[src/logic/hptr_pkg.sv]
// Package for the hub port tuning register bank.
// Assumes a 10 MHz clock and an AXI4-Lite master with 32-bit data.
package hptr_pkg;
    localparam int ADDR_W = 17;
    localparam int IDX_W = 15;
    localparam int DATA_W = 32;
    localparam int SEL_W = 6;

    // Register indices; byte address is four times the index
    localparam logic [IDX_W-1:0] IDX_GANG_EN = 15'h525A;
    localparam logic [IDX_W-1:0] IDX_GANG_SRC = 15'h525B;
    localparam logic [IDX_W-1:0] IDX_UP_DRIVE = 15'h60CA;
    localparam logic [IDX_W-1:0] IDX_UP_SQUELCH = 15'h60CC;
    localparam logic [IDX_W-1:0] IDX_UP_LINK = 15'h61C0;
    localparam logic [IDX_W-1:0] IDX_P1_DRIVE = 15'h64CA;
    localparam logic [IDX_W-1:0] IDX_P1_SQUELCH = 15'h64CC;

    // Field positions
    localparam int GANG_P1_BIT = 1;
    localparam int GANG_P2_BIT = 2;
    localparam int TRIM_W = 3;
    localparam int LINK_STATE_LSB = 4;

    // Reset values
    localparam logic [7:0] RST_GANG_EN = 8'h00;
    localparam logic [7:0] RST_GANG_SRC = 8'h00;
    localparam logic [7:0] RST_DRIVE = 8'h00;
    localparam logic [TRIM_W-1:0] RST_SQUELCH = 3'h0;

    // Valid shared pin selector codes
    localparam logic [SEL_W-1:0] SEL_TEST_RESET = 6'h00;
    localparam logic [SEL_W-1:0] SEL_OC_IN_1 = 6'h01;
    localparam logic [SEL_W-1:0] SEL_OC_IN_2 = 6'h03;
    localparam logic [SEL_W-1:0] SEL_FLASH_CLK = 6'h04;
    localparam logic [SEL_W-1:0] SEL_FLASH_DO = 6'h05;
    localparam logic [SEL_W-1:0] SEL_OC_IN_3 = 6'h06;
    localparam logic [SEL_W-1:0] SEL_OC_IN_4 = 6'h07;
    localparam logic [SEL_W-1:0] SEL_PWR_CTL_1 = 6'h08;
    localparam logic [SEL_W-1:0] SEL_PWR_CTL_2 = 6'h09;
    localparam logic [SEL_W-1:0] SEL_PWR_CTL_3 = 6'h0A;
    localparam logic [SEL_W-1:0] SEL_MGMT_CLK = 6'h0F;

    localparam logic [1:0] RESP_OKAY = 2'h0;
    localparam logic [1:0] RESP_SLVERR = 2'h2;

    typedef struct packed {
        logic [3:0] state;
        logic [2:0] sub_state;
    } hptr_link_type;

    typedef struct packed {
        logic [TRIM_W-1:0] up_drive;
        logic [TRIM_W-1:0] up_squelch;
        logic [TRIM_W-1:0] p1_drive;
        logic [TRIM_W-1:0] p1_squelch;
    } hptr_trim_type;

    typedef enum logic [0:0] {
        WR_COLLECT = 1'b0,
        WR_RESP = 1'b1
    } hptr_wr_state_type;
endpackage

[src/logic/hptr_regs.sv]
// Hub port tuning register bank with AXI4-Lite slave.
// Assumes inputs synchronous to i_clk; link state comes from the SS PHY.
// Behaviour
// - Setting gang bit 1 or 2 makes port 1 or 2 take its overcurrent status from the shared selected pin.
// - The six-bit shared pin selector in bits 5:0 stores any code, but only codes 0,1,3-10 and 15 select a pin; software avoids others.
// - The drive trim is a three-bit read/write field in bits 2:0 with 000 meaning nominal current.
// - The squelch trim is a three-bit read/write field in bits 2:0, nominal at 000, with bits 7:3 read-only.
// - The upstream link report is read-only, state in bits 7:4 and sub-state in bits 2:0, bit 3 reserved.
//
// Added by the designer: the AXI4-Lite register port.
`timescale 1ns/10ps
`default_nettype none
module hptr_regs
    import hptr_pkg::*;
(
    input wire logic i_clk,
    input wire logic i_rstn,
    input wire logic [ADDR_W-1:0] i_axi_awaddr,
    input wire logic i_axi_awvalid,
    output logic o_axi_awready,
    input wire logic [DATA_W-1:0] i_axi_wdata,
    input wire logic [3:0] i_axi_wstrb,
    input wire logic i_axi_wvalid,
    output logic o_axi_wready,
    output logic [1:0] o_axi_bresp,
    output logic o_axi_bvalid,
    input wire logic i_axi_bready,
    input wire logic [ADDR_W-1:0] i_axi_araddr,
    input wire logic i_axi_arvalid,
    output logic o_axi_arready,
    output logic [DATA_W-1:0] o_axi_rdata,
    output logic [1:0] o_axi_rresp,
    output logic o_axi_rvalid,
    input wire logic i_axi_rready,
    input wire logic [15:0] i_shared_pins,
    input wire logic [2:1] i_port_oc_own,
    input wire hptr_link_type i_up_link,
    output logic [2:1] o_port_oc,
    output hptr_trim_type o_trim
);
    logic [1:0] rst_sync_reg;
    logic rst_n;

    hptr_wr_state_type wr_state_reg, wr_state_next;
    logic aw_have_reg, aw_have_next;
    logic w_have_reg, w_have_next;
    logic [IDX_W-1:0] waddr_reg, waddr_next;
    logic [7:0] wdata_reg, wdata_next;
    logic wstrb_reg, wstrb_next;
    logic awready_reg, awready_next;
    logic wready_reg, wready_next;
    logic bvalid_reg, bvalid_next;
    logic [1:0] bresp_reg, bresp_next;

    logic arready_reg, arready_next;
    logic rvalid_reg, rvalid_next;
    logic [1:0] rresp_reg, rresp_next;
    logic [DATA_W-1:0] rdata_reg, rdata_next;

    logic [7:0] gang_en_reg, gang_en_next;
    logic [7:0] gang_src_reg, gang_src_next;
    logic [7:0] up_drive_reg, up_drive_next;
    logic [7:0] p1_drive_reg, p1_drive_next;
    logic [TRIM_W-1:0] up_sq_reg, up_sq_next;
    logic [TRIM_W-1:0] p1_sq_reg, p1_sq_next;
    hptr_link_type link_reg, link_next;
    logic [2:1] oc_reg, oc_next;
    logic shared_level;

    // Reset release through two flops
    always_ff @(posedge i_clk or negedge i_rstn) begin
        if (!i_rstn) begin
            rst_sync_reg <= 2'h0;
        end else begin
            rst_sync_reg <= {rst_sync_reg[0], 1'b1};
        end
    end
    assign rst_n = rst_sync_reg[1];

    // Selector decode; unlisted codes give a quiet pin
    function automatic logic sel_valid(input logic [SEL_W-1:0] code);
        logic ok;
        ok = 1'b0;
        unique case (code)
            SEL_TEST_RESET, SEL_OC_IN_1, SEL_OC_IN_2, SEL_FLASH_CLK,
            SEL_FLASH_DO, SEL_OC_IN_3, SEL_OC_IN_4, SEL_PWR_CTL_1,
            SEL_PWR_CTL_2, SEL_PWR_CTL_3, SEL_MGMT_CLK: ok = 1'b1;
            default: ok = 1'b0;
        endcase
        return ok;
    endfunction

    // Readback of one register index
    function automatic logic [DATA_W+1:0] read_word(
        input logic [IDX_W-1:0] idx
    );
        logic [DATA_W+1:0] r;
        r = {RESP_OKAY, 32'h0000_0000};
        unique case (idx)
            IDX_GANG_EN: r[7:0] = gang_en_reg;
            IDX_GANG_SRC: r[7:0] = gang_src_reg;
            IDX_UP_DRIVE: r[7:0] = up_drive_reg;
            IDX_P1_DRIVE: r[7:0] = p1_drive_reg;
            IDX_UP_SQUELCH: r[TRIM_W-1:0] = up_sq_reg;
            IDX_P1_SQUELCH: r[TRIM_W-1:0] = p1_sq_reg;
            IDX_UP_LINK: r[7:0] = {link_reg.state, 1'b0,
                link_reg.sub_state};
            default: r[DATA_W+1:DATA_W] = RESP_SLVERR;
        endcase
        return r;
    endfunction

    // Write channel and register updates
    always_comb begin
        wr_state_next = wr_state_reg;
        aw_have_next = aw_have_reg;
        w_have_next = w_have_reg;
        waddr_next = waddr_reg;
        wdata_next = wdata_reg;
        wstrb_next = wstrb_reg;
        bvalid_next = bvalid_reg;
        bresp_next = bresp_reg;
        gang_en_next = gang_en_reg;
        gang_src_next = gang_src_reg;
        up_drive_next = up_drive_reg;
        p1_drive_next = p1_drive_reg;
        up_sq_next = up_sq_reg;
        p1_sq_next = p1_sq_reg;
        unique case (wr_state_reg)
            WR_COLLECT: begin
                if (awready_reg && i_axi_awvalid) begin
                    aw_have_next = 1'b1;
                    waddr_next = i_axi_awaddr[ADDR_W-1:2];
                end
                if (wready_reg && i_axi_wvalid) begin
                    w_have_next = 1'b1;
                    wdata_next = i_axi_wdata[7:0];
                    wstrb_next = i_axi_wstrb[0];
                end
                if (aw_have_reg && w_have_reg) begin
                    aw_have_next = 1'b0;
                    w_have_next = 1'b0;
                    bvalid_next = 1'b1;
                    bresp_next = RESP_OKAY;
                    wr_state_next = WR_RESP;
                    unique case (waddr_reg)
                        IDX_GANG_EN: begin
                            if (wstrb_reg) begin
                                gang_en_next = wdata_reg;
                            end
                        end
                        IDX_GANG_SRC: begin
                            if (wstrb_reg) begin
                                gang_src_next = wdata_reg;
                            end
                        end
                        IDX_UP_DRIVE: begin
                            if (wstrb_reg) begin
                                up_drive_next = wdata_reg;
                            end
                        end
                        IDX_P1_DRIVE: begin
                            if (wstrb_reg) begin
                                p1_drive_next = wdata_reg;
                            end
                        end
                        IDX_UP_SQUELCH: begin
                            if (wstrb_reg) begin
                                up_sq_next = wdata_reg[TRIM_W-1:0];
                            end
                        end
                        IDX_P1_SQUELCH: begin
                            if (wstrb_reg) begin
                                p1_sq_next = wdata_reg[TRIM_W-1:0];
                            end
                        end
                        IDX_UP_LINK: bresp_next = RESP_OKAY;
                        default: bresp_next = RESP_SLVERR;
                    endcase
                end
            end
            WR_RESP: begin
                if (i_axi_bready) begin
                    bvalid_next = 1'b0;
                    wr_state_next = WR_COLLECT;
                end
            end
        endcase
        awready_next = (wr_state_next == WR_COLLECT) && !aw_have_next;
        wready_next = (wr_state_next == WR_COLLECT) && !w_have_next;
    end

    // Write state and register flops
    always_ff @(posedge i_clk or negedge rst_n) begin
        if (!rst_n) begin
            wr_state_reg <= WR_COLLECT;
            aw_have_reg <= 1'b0;
            w_have_reg <= 1'b0;
            waddr_reg <= '0;
            wdata_reg <= 8'h00;
            wstrb_reg <= 1'b0;
            awready_reg <= 1'b0;
            wready_reg <= 1'b0;
            bvalid_reg <= 1'b0;
            bresp_reg <= RESP_OKAY;
            gang_en_reg <= RST_GANG_EN;
            gang_src_reg <= RST_GANG_SRC;
            up_drive_reg <= RST_DRIVE;
            p1_drive_reg <= RST_DRIVE;
            up_sq_reg <= RST_SQUELCH;
            p1_sq_reg <= RST_SQUELCH;
        end else begin
            wr_state_reg <= wr_state_next;
            aw_have_reg <= aw_have_next;
            w_have_reg <= w_have_next;
            waddr_reg <= waddr_next;
            wdata_reg <= wdata_next;
            wstrb_reg <= wstrb_next;
            awready_reg <= awready_next;
            wready_reg <= wready_next;
            bvalid_reg <= bvalid_next;
            bresp_reg <= bresp_next;
            gang_en_reg <= gang_en_next;
            gang_src_reg <= gang_src_next;
            up_drive_reg <= up_drive_next;
            p1_drive_reg <= p1_drive_next;
            up_sq_reg <= up_sq_next;
            p1_sq_reg <= p1_sq_next;
        end
    end

    // Read channel
    always_comb begin
        rvalid_next = rvalid_reg;
        rdata_next = rdata_reg;
        rresp_next = rresp_reg;
        if (rvalid_reg && i_axi_rready) begin
            rvalid_next = 1'b0;
        end else if (arready_reg && i_axi_arvalid) begin
            rvalid_next = 1'b1;
            {rresp_next, rdata_next} = read_word(i_axi_araddr[ADDR_W-1:2]);
        end
        arready_next = !rvalid_next;
    end

    always_ff @(posedge i_clk or negedge rst_n) begin
        if (!rst_n) begin
            arready_reg <= 1'b0;
            rvalid_reg <= 1'b0;
            rresp_reg <= RESP_OKAY;
            rdata_reg <= 32'h0000_0000;
        end else begin
            arready_reg <= arready_next;
            rvalid_reg <= rvalid_next;
            rresp_reg <= rresp_next;
            rdata_reg <= rdata_next;
        end
    end

    // Shared overcurrent pin and per-port source choice
    assign shared_level = sel_valid(gang_src_reg[SEL_W-1:0]) &&
        i_shared_pins[gang_src_reg[3:0]];

    generate
        for (genvar p = 1; p <= 2; p++) begin : g_port
            localparam int GBIT = (p == 1) ? GANG_P1_BIT : GANG_P2_BIT;
            always_comb begin
                oc_next[p] = gang_en_reg[GBIT] ? shared_level :
                    i_port_oc_own[p];
            end
        end
    endgenerate

    // Link report sampled every clock
    always_comb begin
        link_next = i_up_link;
    end

    always_ff @(posedge i_clk or negedge rst_n) begin
        if (!rst_n) begin
            oc_reg <= 2'h0;
            link_reg <= '0;
        end else begin
            oc_reg <= oc_next;
            link_reg <= link_next;
        end
    end

    // Bus and pin outputs
    assign o_axi_awready = awready_reg;
    assign o_axi_wready = wready_reg;
    assign o_axi_bvalid = bvalid_reg;
    assign o_axi_bresp = bresp_reg;
    assign o_axi_arready = arready_reg;
    assign o_axi_rvalid = rvalid_reg;
    assign o_axi_rresp = rresp_reg;
    assign o_axi_rdata = rdata_reg;
    assign o_port_oc = oc_reg;
    assign o_trim = '{up_drive: up_drive_reg[TRIM_W-1:0],
        up_squelch: up_sq_reg, p1_drive: p1_drive_reg[TRIM_W-1:0],
        p1_squelch: p1_sq_reg};
endmodule
`default_nettype wire

[config.mk]
export PLATFORM = sky130hd
export DESIGN_NAME = hptr_regs
export DESIGN_NICKNAME = d
export VERILOG_FILES = /design/src/logic/hptr_pkg.sv /design/src/logic/hptr_regs.sv
export SDC_FILE = /design/constraint.sdc
export NUM_CORES = 1
export LEC_CHECK = 0
export BUFFER_PORTS_ARGS = -buffer_cell sky130_fd_sc_hd__buf_2
export CORE_MARGIN = 2
export CORE_UTILIZATION = 45
export CTS_CLUSTER_SIZE = 28
export DETAILED_ROUTE_END_ITERATION = 8
export PLACE_DENSITY = 0.81
export SYNTH_ARGS = -nofsm -noshare
export SYNTH_HDL_FRONTEND = slang
export SYNTH_SLANG_ARGS = --single-unit
export TNS_END_PERCENT = 20
[constraint.sdc]
create_clock -name i_clk -period 6.25 [get_ports i_clk]
set_clock_uncertainty 0.2 [all_clocks]
set_input_delay 0.3125 -clock i_clk [delete_from_list [all_inputs] [get_ports i_clk]]
set_output_delay 0.3125 -clock i_clk [all_outputs]
set_load 0.02 [all_outputs]
Yosys cells after proc, flatten, opt, wreduce, memory -nomap -nowiden
Memories as Yosys holds them, arrays and structs flattened.
Index checks and enable logic that the tools add are counted.
{ "totals": {"regBits": 93, "romBits": 16, "output_inout_bits": 55, "memories": 1} }
{ "op_classes": {"order_cmp": 1, "n_eq_ne": 16, "muxes": 23, "bitwise": 3, "n_reduce_logical": 25} }
{ "memory_table": {"columns": ["name", "words", "word_bits", "rd", "rd_ports_with_merged_regs", "write_ports", "line_no", "source"], "rows": [
  ["(no name shown)", 16, 1, 1, 0, 0, "hptr_regs.sv:84", "unique case (code)"]
]} }
{ "ops": {"columns": ["op", "count"], "rows": [
  ["15-bit == test (second input constant)", 14],
  ["5-bit case mux with 5 select lines", 1],
  ["4-bit AND reduction", 6],
  ["3-bit case mux with 7 select lines", 1],
  ["1-bit 2-to-1 mux", 16],
  ["7-bit OR reduction", 2],
  ["2-bit AND reduction", 5],
  ["1-bit logical AND", 8],
  ["4-bit by 5-bit < comparator with 1-bit output (second input constant)", 1],
  ["1-bit binary-select mux with 4-bit select", 1],
  ["2-bit 2-to-1 mux", 2],
  ["2-bit != test (second input constant)", 2],
  ["1-bit case mux with 2 select lines", 2],
  ["1-bit zero test", 3],
  ["1-bit inverter", 3],
  ["2-bit zero test", 1]
]} }

Logic depth before layout (Yosys ltp)
{ "depth": {"word_depth": 6, "ltp_mapped": 6} }

Least setup slack after synthesis
Ideal clock, no wire load.
{ "synth_path": {"path_type": "register to register", "from": "reg waddr_reg[5]", "to": "reg gang_en_reg[0]", "setup_ps": 125, "arrival_ps": 1691, "required_ps": 5925, "path_slack_ps": 4234, "stages_incl_launch_ff": 7, "path_cell_list": "dfrtp_1 > nand3b_1 > or3b_4 > nor4_4 > and2b_1 > buf_6 > mux2_2"} }
{ "synth_via": {"elab_chain_len": 2} }
{ "synth_lines": {"columns": ["item", "line_no", "source"], "rows": [
  ["start: declaration", "hptr_regs.sv:47", "logic [IDX_W-1:0] waddr_reg, waddr_next;"],
  ["start signal: assignment", "hptr_regs.sv:216", "waddr_reg <= waddr_next;"],
  ["15-bit == test", "hptr_regs.sv:146", "unique case (waddr_reg)"],
  ["4-bit AND reduction (no line)", null, null],
  ["end signal: assignment", "hptr_regs.sv:223", "gang_en_reg <= gang_en_next;"],
  ["end: declaration", "hptr_regs.sv:60", "logic [7:0] gang_en_reg, gang_en_next;"]
]} }
No other way between the ends.
A chain may end at the register's enable or synchronous reset.

Worst setup path after layout
{ "layout_path": {"from": "reg waddr_reg[5]", "to": "reg gang_en_reg[3]"} }
The elaborated chain is that of the path after synthesis.

==> impl_metrics.yaml <==
placement:
  portBuffers: 99
  hpwl_microns: 6944
  gp_congestion: 0.9330
  placed_area_sq_um: 4871
clock_tree:
  clk_latency_ns: 0.36
  post_cts_resized: 0
  cts.clk_slew.worst_paths_ns: 0.09
  cts_tree: "yes"
  clock_sinks: 91
  cts_buffers: 9
  cts_buffer_depth: 2
  post-cts-setup-buffers: 0
  htree_levels: 3
  root_buffer: "clkbuf_8"
floorplan:
  io_pins: 157
  dieArea_sq_um: 10630
  dieWidth_microns: 103.1
  die_h_microns: 103.1
  core_area_sq_um: 9639
  start_util_pct: 45.87
  core.rowCount: 36
synthesis:
  yosysTopAreaCellShare_pct: 51.50
  synth_top_cell_by_area: "dfrtp_1"
  ys_types: 54
  synth_most_common_cell: "dfrtp_1"
  syn_area_per_cell_sq_um: 10.97
  ys.flop_type: "dfrtp_1"
  ys_seq_area_share_pct: 51.50
  netlist_instances: 403
  synth_seq_cells: 91
  synth-edff-count: 0
  synth_common_cells: "91 x dfrtp_1, 84 x nand2_1, 44 x mux2_2, 34 x buf_4, 17 x nor2_1"
  synth_warnings: 0
  async_reset_ff_share_pct: 100.0
  ys_top_cells_by_area: "dfrtp_1 51%, mux2_2 11%, nand2_1 7.1%, buf_4 5.8%, mux4_1 1.8%"
  synth_area_sq_um: 4422
grt:
  grt_pass1_wl_microns: 15890
  antenna_found_initial: 0
  grt_max_degree: 90
  grt_pass1_vias: 3376
  grt_overflow: 0
  grt_usage_pct: 19.48
routing:
  drt_iter0_markers: 173
  vias: 3409
  vias_per_cell: 5.111
  antenna_left: 0
  drc: 0
  wl_per_cell_microns: 14.54
  drt_wl_total_microns: 9697
  drtPass1Iterations: 4
timing:
  relSlewSlack_pct: 26.20
  fmax_ghz: 0.4316
  fin_setup_tns_ns: 0
  tightest_slew_ns: 1.107
  finalSetupViolations: 0
  rsz0062_at_grt: "no"
  maxSlewViolCount: 0
  min_period_ns: 2.317
  timing.final.crit_share_pct: 37.07
  hold_violations: 0
cells_and_area:
  largest_register_ffs: 15
  final_cell_area_sq_um: 5416
  drive_gt1_share_pct: 31.46
  diodes: 0
  nFillCells: 838
  area_delta_synth_final_pct: 22.50
  nNetsFinal: 631
critical_path:
  crit_required_ns: 6.29
  start_kind: "flip-flop"
  end_kind: "flip-flop"
  worst-path-max-fanout: 8
  worstReg2RegEnd: "gang_en_reg[3]"
  critPathKind: "reg2reg"
  rr_startpoint: "waddr_reg[5]"
  ff2ff_setup_slack_ns: 3.93
  ff2ff_path_depth: 5
  crit_arrival_ns: 2.36
hold_path:
  hold_path_end: "o_axi_arready"
  hold_start: "i_axi_rready"
  hold_depth: 2
  hp-class: "in2reg"
pwr:
  p_leak_nw: 2.683
  pwr_density_cell_nw_per_um2: 294.6
  ir_worst_vdd_v: 0.0002474
outcome:
  outcome: "complete, no violations"
job:
  maxCapViolCount: 0
cells in the final DEF, fill, tap and decap left out, types with 7 or more instances in the layout:
master / instances
a21oi_1: 11
a22o_1: 8
buf_2: 99
clkbuf_8: 10
conb_1: 27
dfrtp_1: 90
dlygate4sd3_1: 35
mux2_2: 44
nand2_1: 84
nand3_1: 7
nor2_1: 17
nor3_1: 8
power by group:
group / internal (mW) / switching [mW]
clock: 0.195 / 0.194
combinational: 0.151 / 0.217
sequential: 0.707 / 0.130
total: 1.05 / 0.541
worst max-delay path by stage:
| stage | startpoint | to | slack (ns) | depth (start not counted) |
|---|---|---|---|---|
| after floorplan | rst_sync_reg[1] | aw_have_reg | 3.33 | 0 |
| after global placement | i_axi_araddr[7] | o_axi_rdata[3] | 3.76 | 6 |
| after detailed placement | i_axi_araddr[7] | o_axi_rdata[3] | 3.75 | 6 |
| after CTS | waddr_reg[5] | gang_en_reg[3] | 3.92 | 5 |
| after global routing | waddr_reg[5] | gang_en_reg[1] | 3.79 | 5 |
| final | waddr_reg[5] | gang_en_reg[3] | 3.93 | 5 |
timing repair:
| action | 4_1_cts | 5_1_grt |
|---|---|---|
| hold buffers | 35 | 0 |
| endpoints found under the hold margin | 36 | 0 |
| endpoints found under the setup margin | 0 | 0 |
critical path: stages, from the launching register on:
cell and delay, ns:
dfrtp_1 0.41, nand3b_1 0.18, or3b_4 0.42, nor4_4 0.20, and2b_1 0.40, mux2_2 0.39
per-layer routing:
metal | track usage [%] | up-vias | part of all wire (%)
met2 | 33.57 | 121 | 49
li1 | - | 1619 | -
met5 | 0 | - | 0
met4 | 7.389 | 0 | 1.8
met3 | 4.814 | 16 | 6.7
met1 | 23.63 | 1653 | 43
cell type report:
type                    instances  area, sq um  area share (%)
clock buffers                  12        145.1           2.680
flip-flops and latches         91         2281           42.11
clock inverters                 4        50.05          0.9240
repair buffers                134        845.8           15.62
multi-input cells             290         1917           35.39
inverters                       3        11.26          0.2079
well taps                     133        166.4           3.072
through the flow:
stage          instances  hold slack, ns  worst slack [ns]  total power [mW]  util, %
6_report             667         0.04222             3.933             1.595    56.19
5_1_grt              667         0.05267             3.794             1.701    56.19
4_1_cts              667         0.02587             3.921             1.605    56.19
3_5_place_dp         616         -0.1011             3.748             1.198    50.53
3_3_place_gp         616         -0.1027             3.761             1.176    50.53
2_1_floorplan        428         -0.1831             3.328             1.075        -
kinds of logic (layout without fill, tap and decap cells):
kind of cell,Yosys count,count (layout),share of synthesized area (%)
multiplexers,49,49,13.72
other,2,27,0.1698
AND/OR/NAND/NOR,159,159,18.39
buffers and inverters,47,153,7.272
XOR/XNOR,2,2,0.3962
AO/OA/AOI/OAI,53,53,8.546
flip-flops,91,91,51.50
Note: power is estimated with default switching activity, not from simulation.
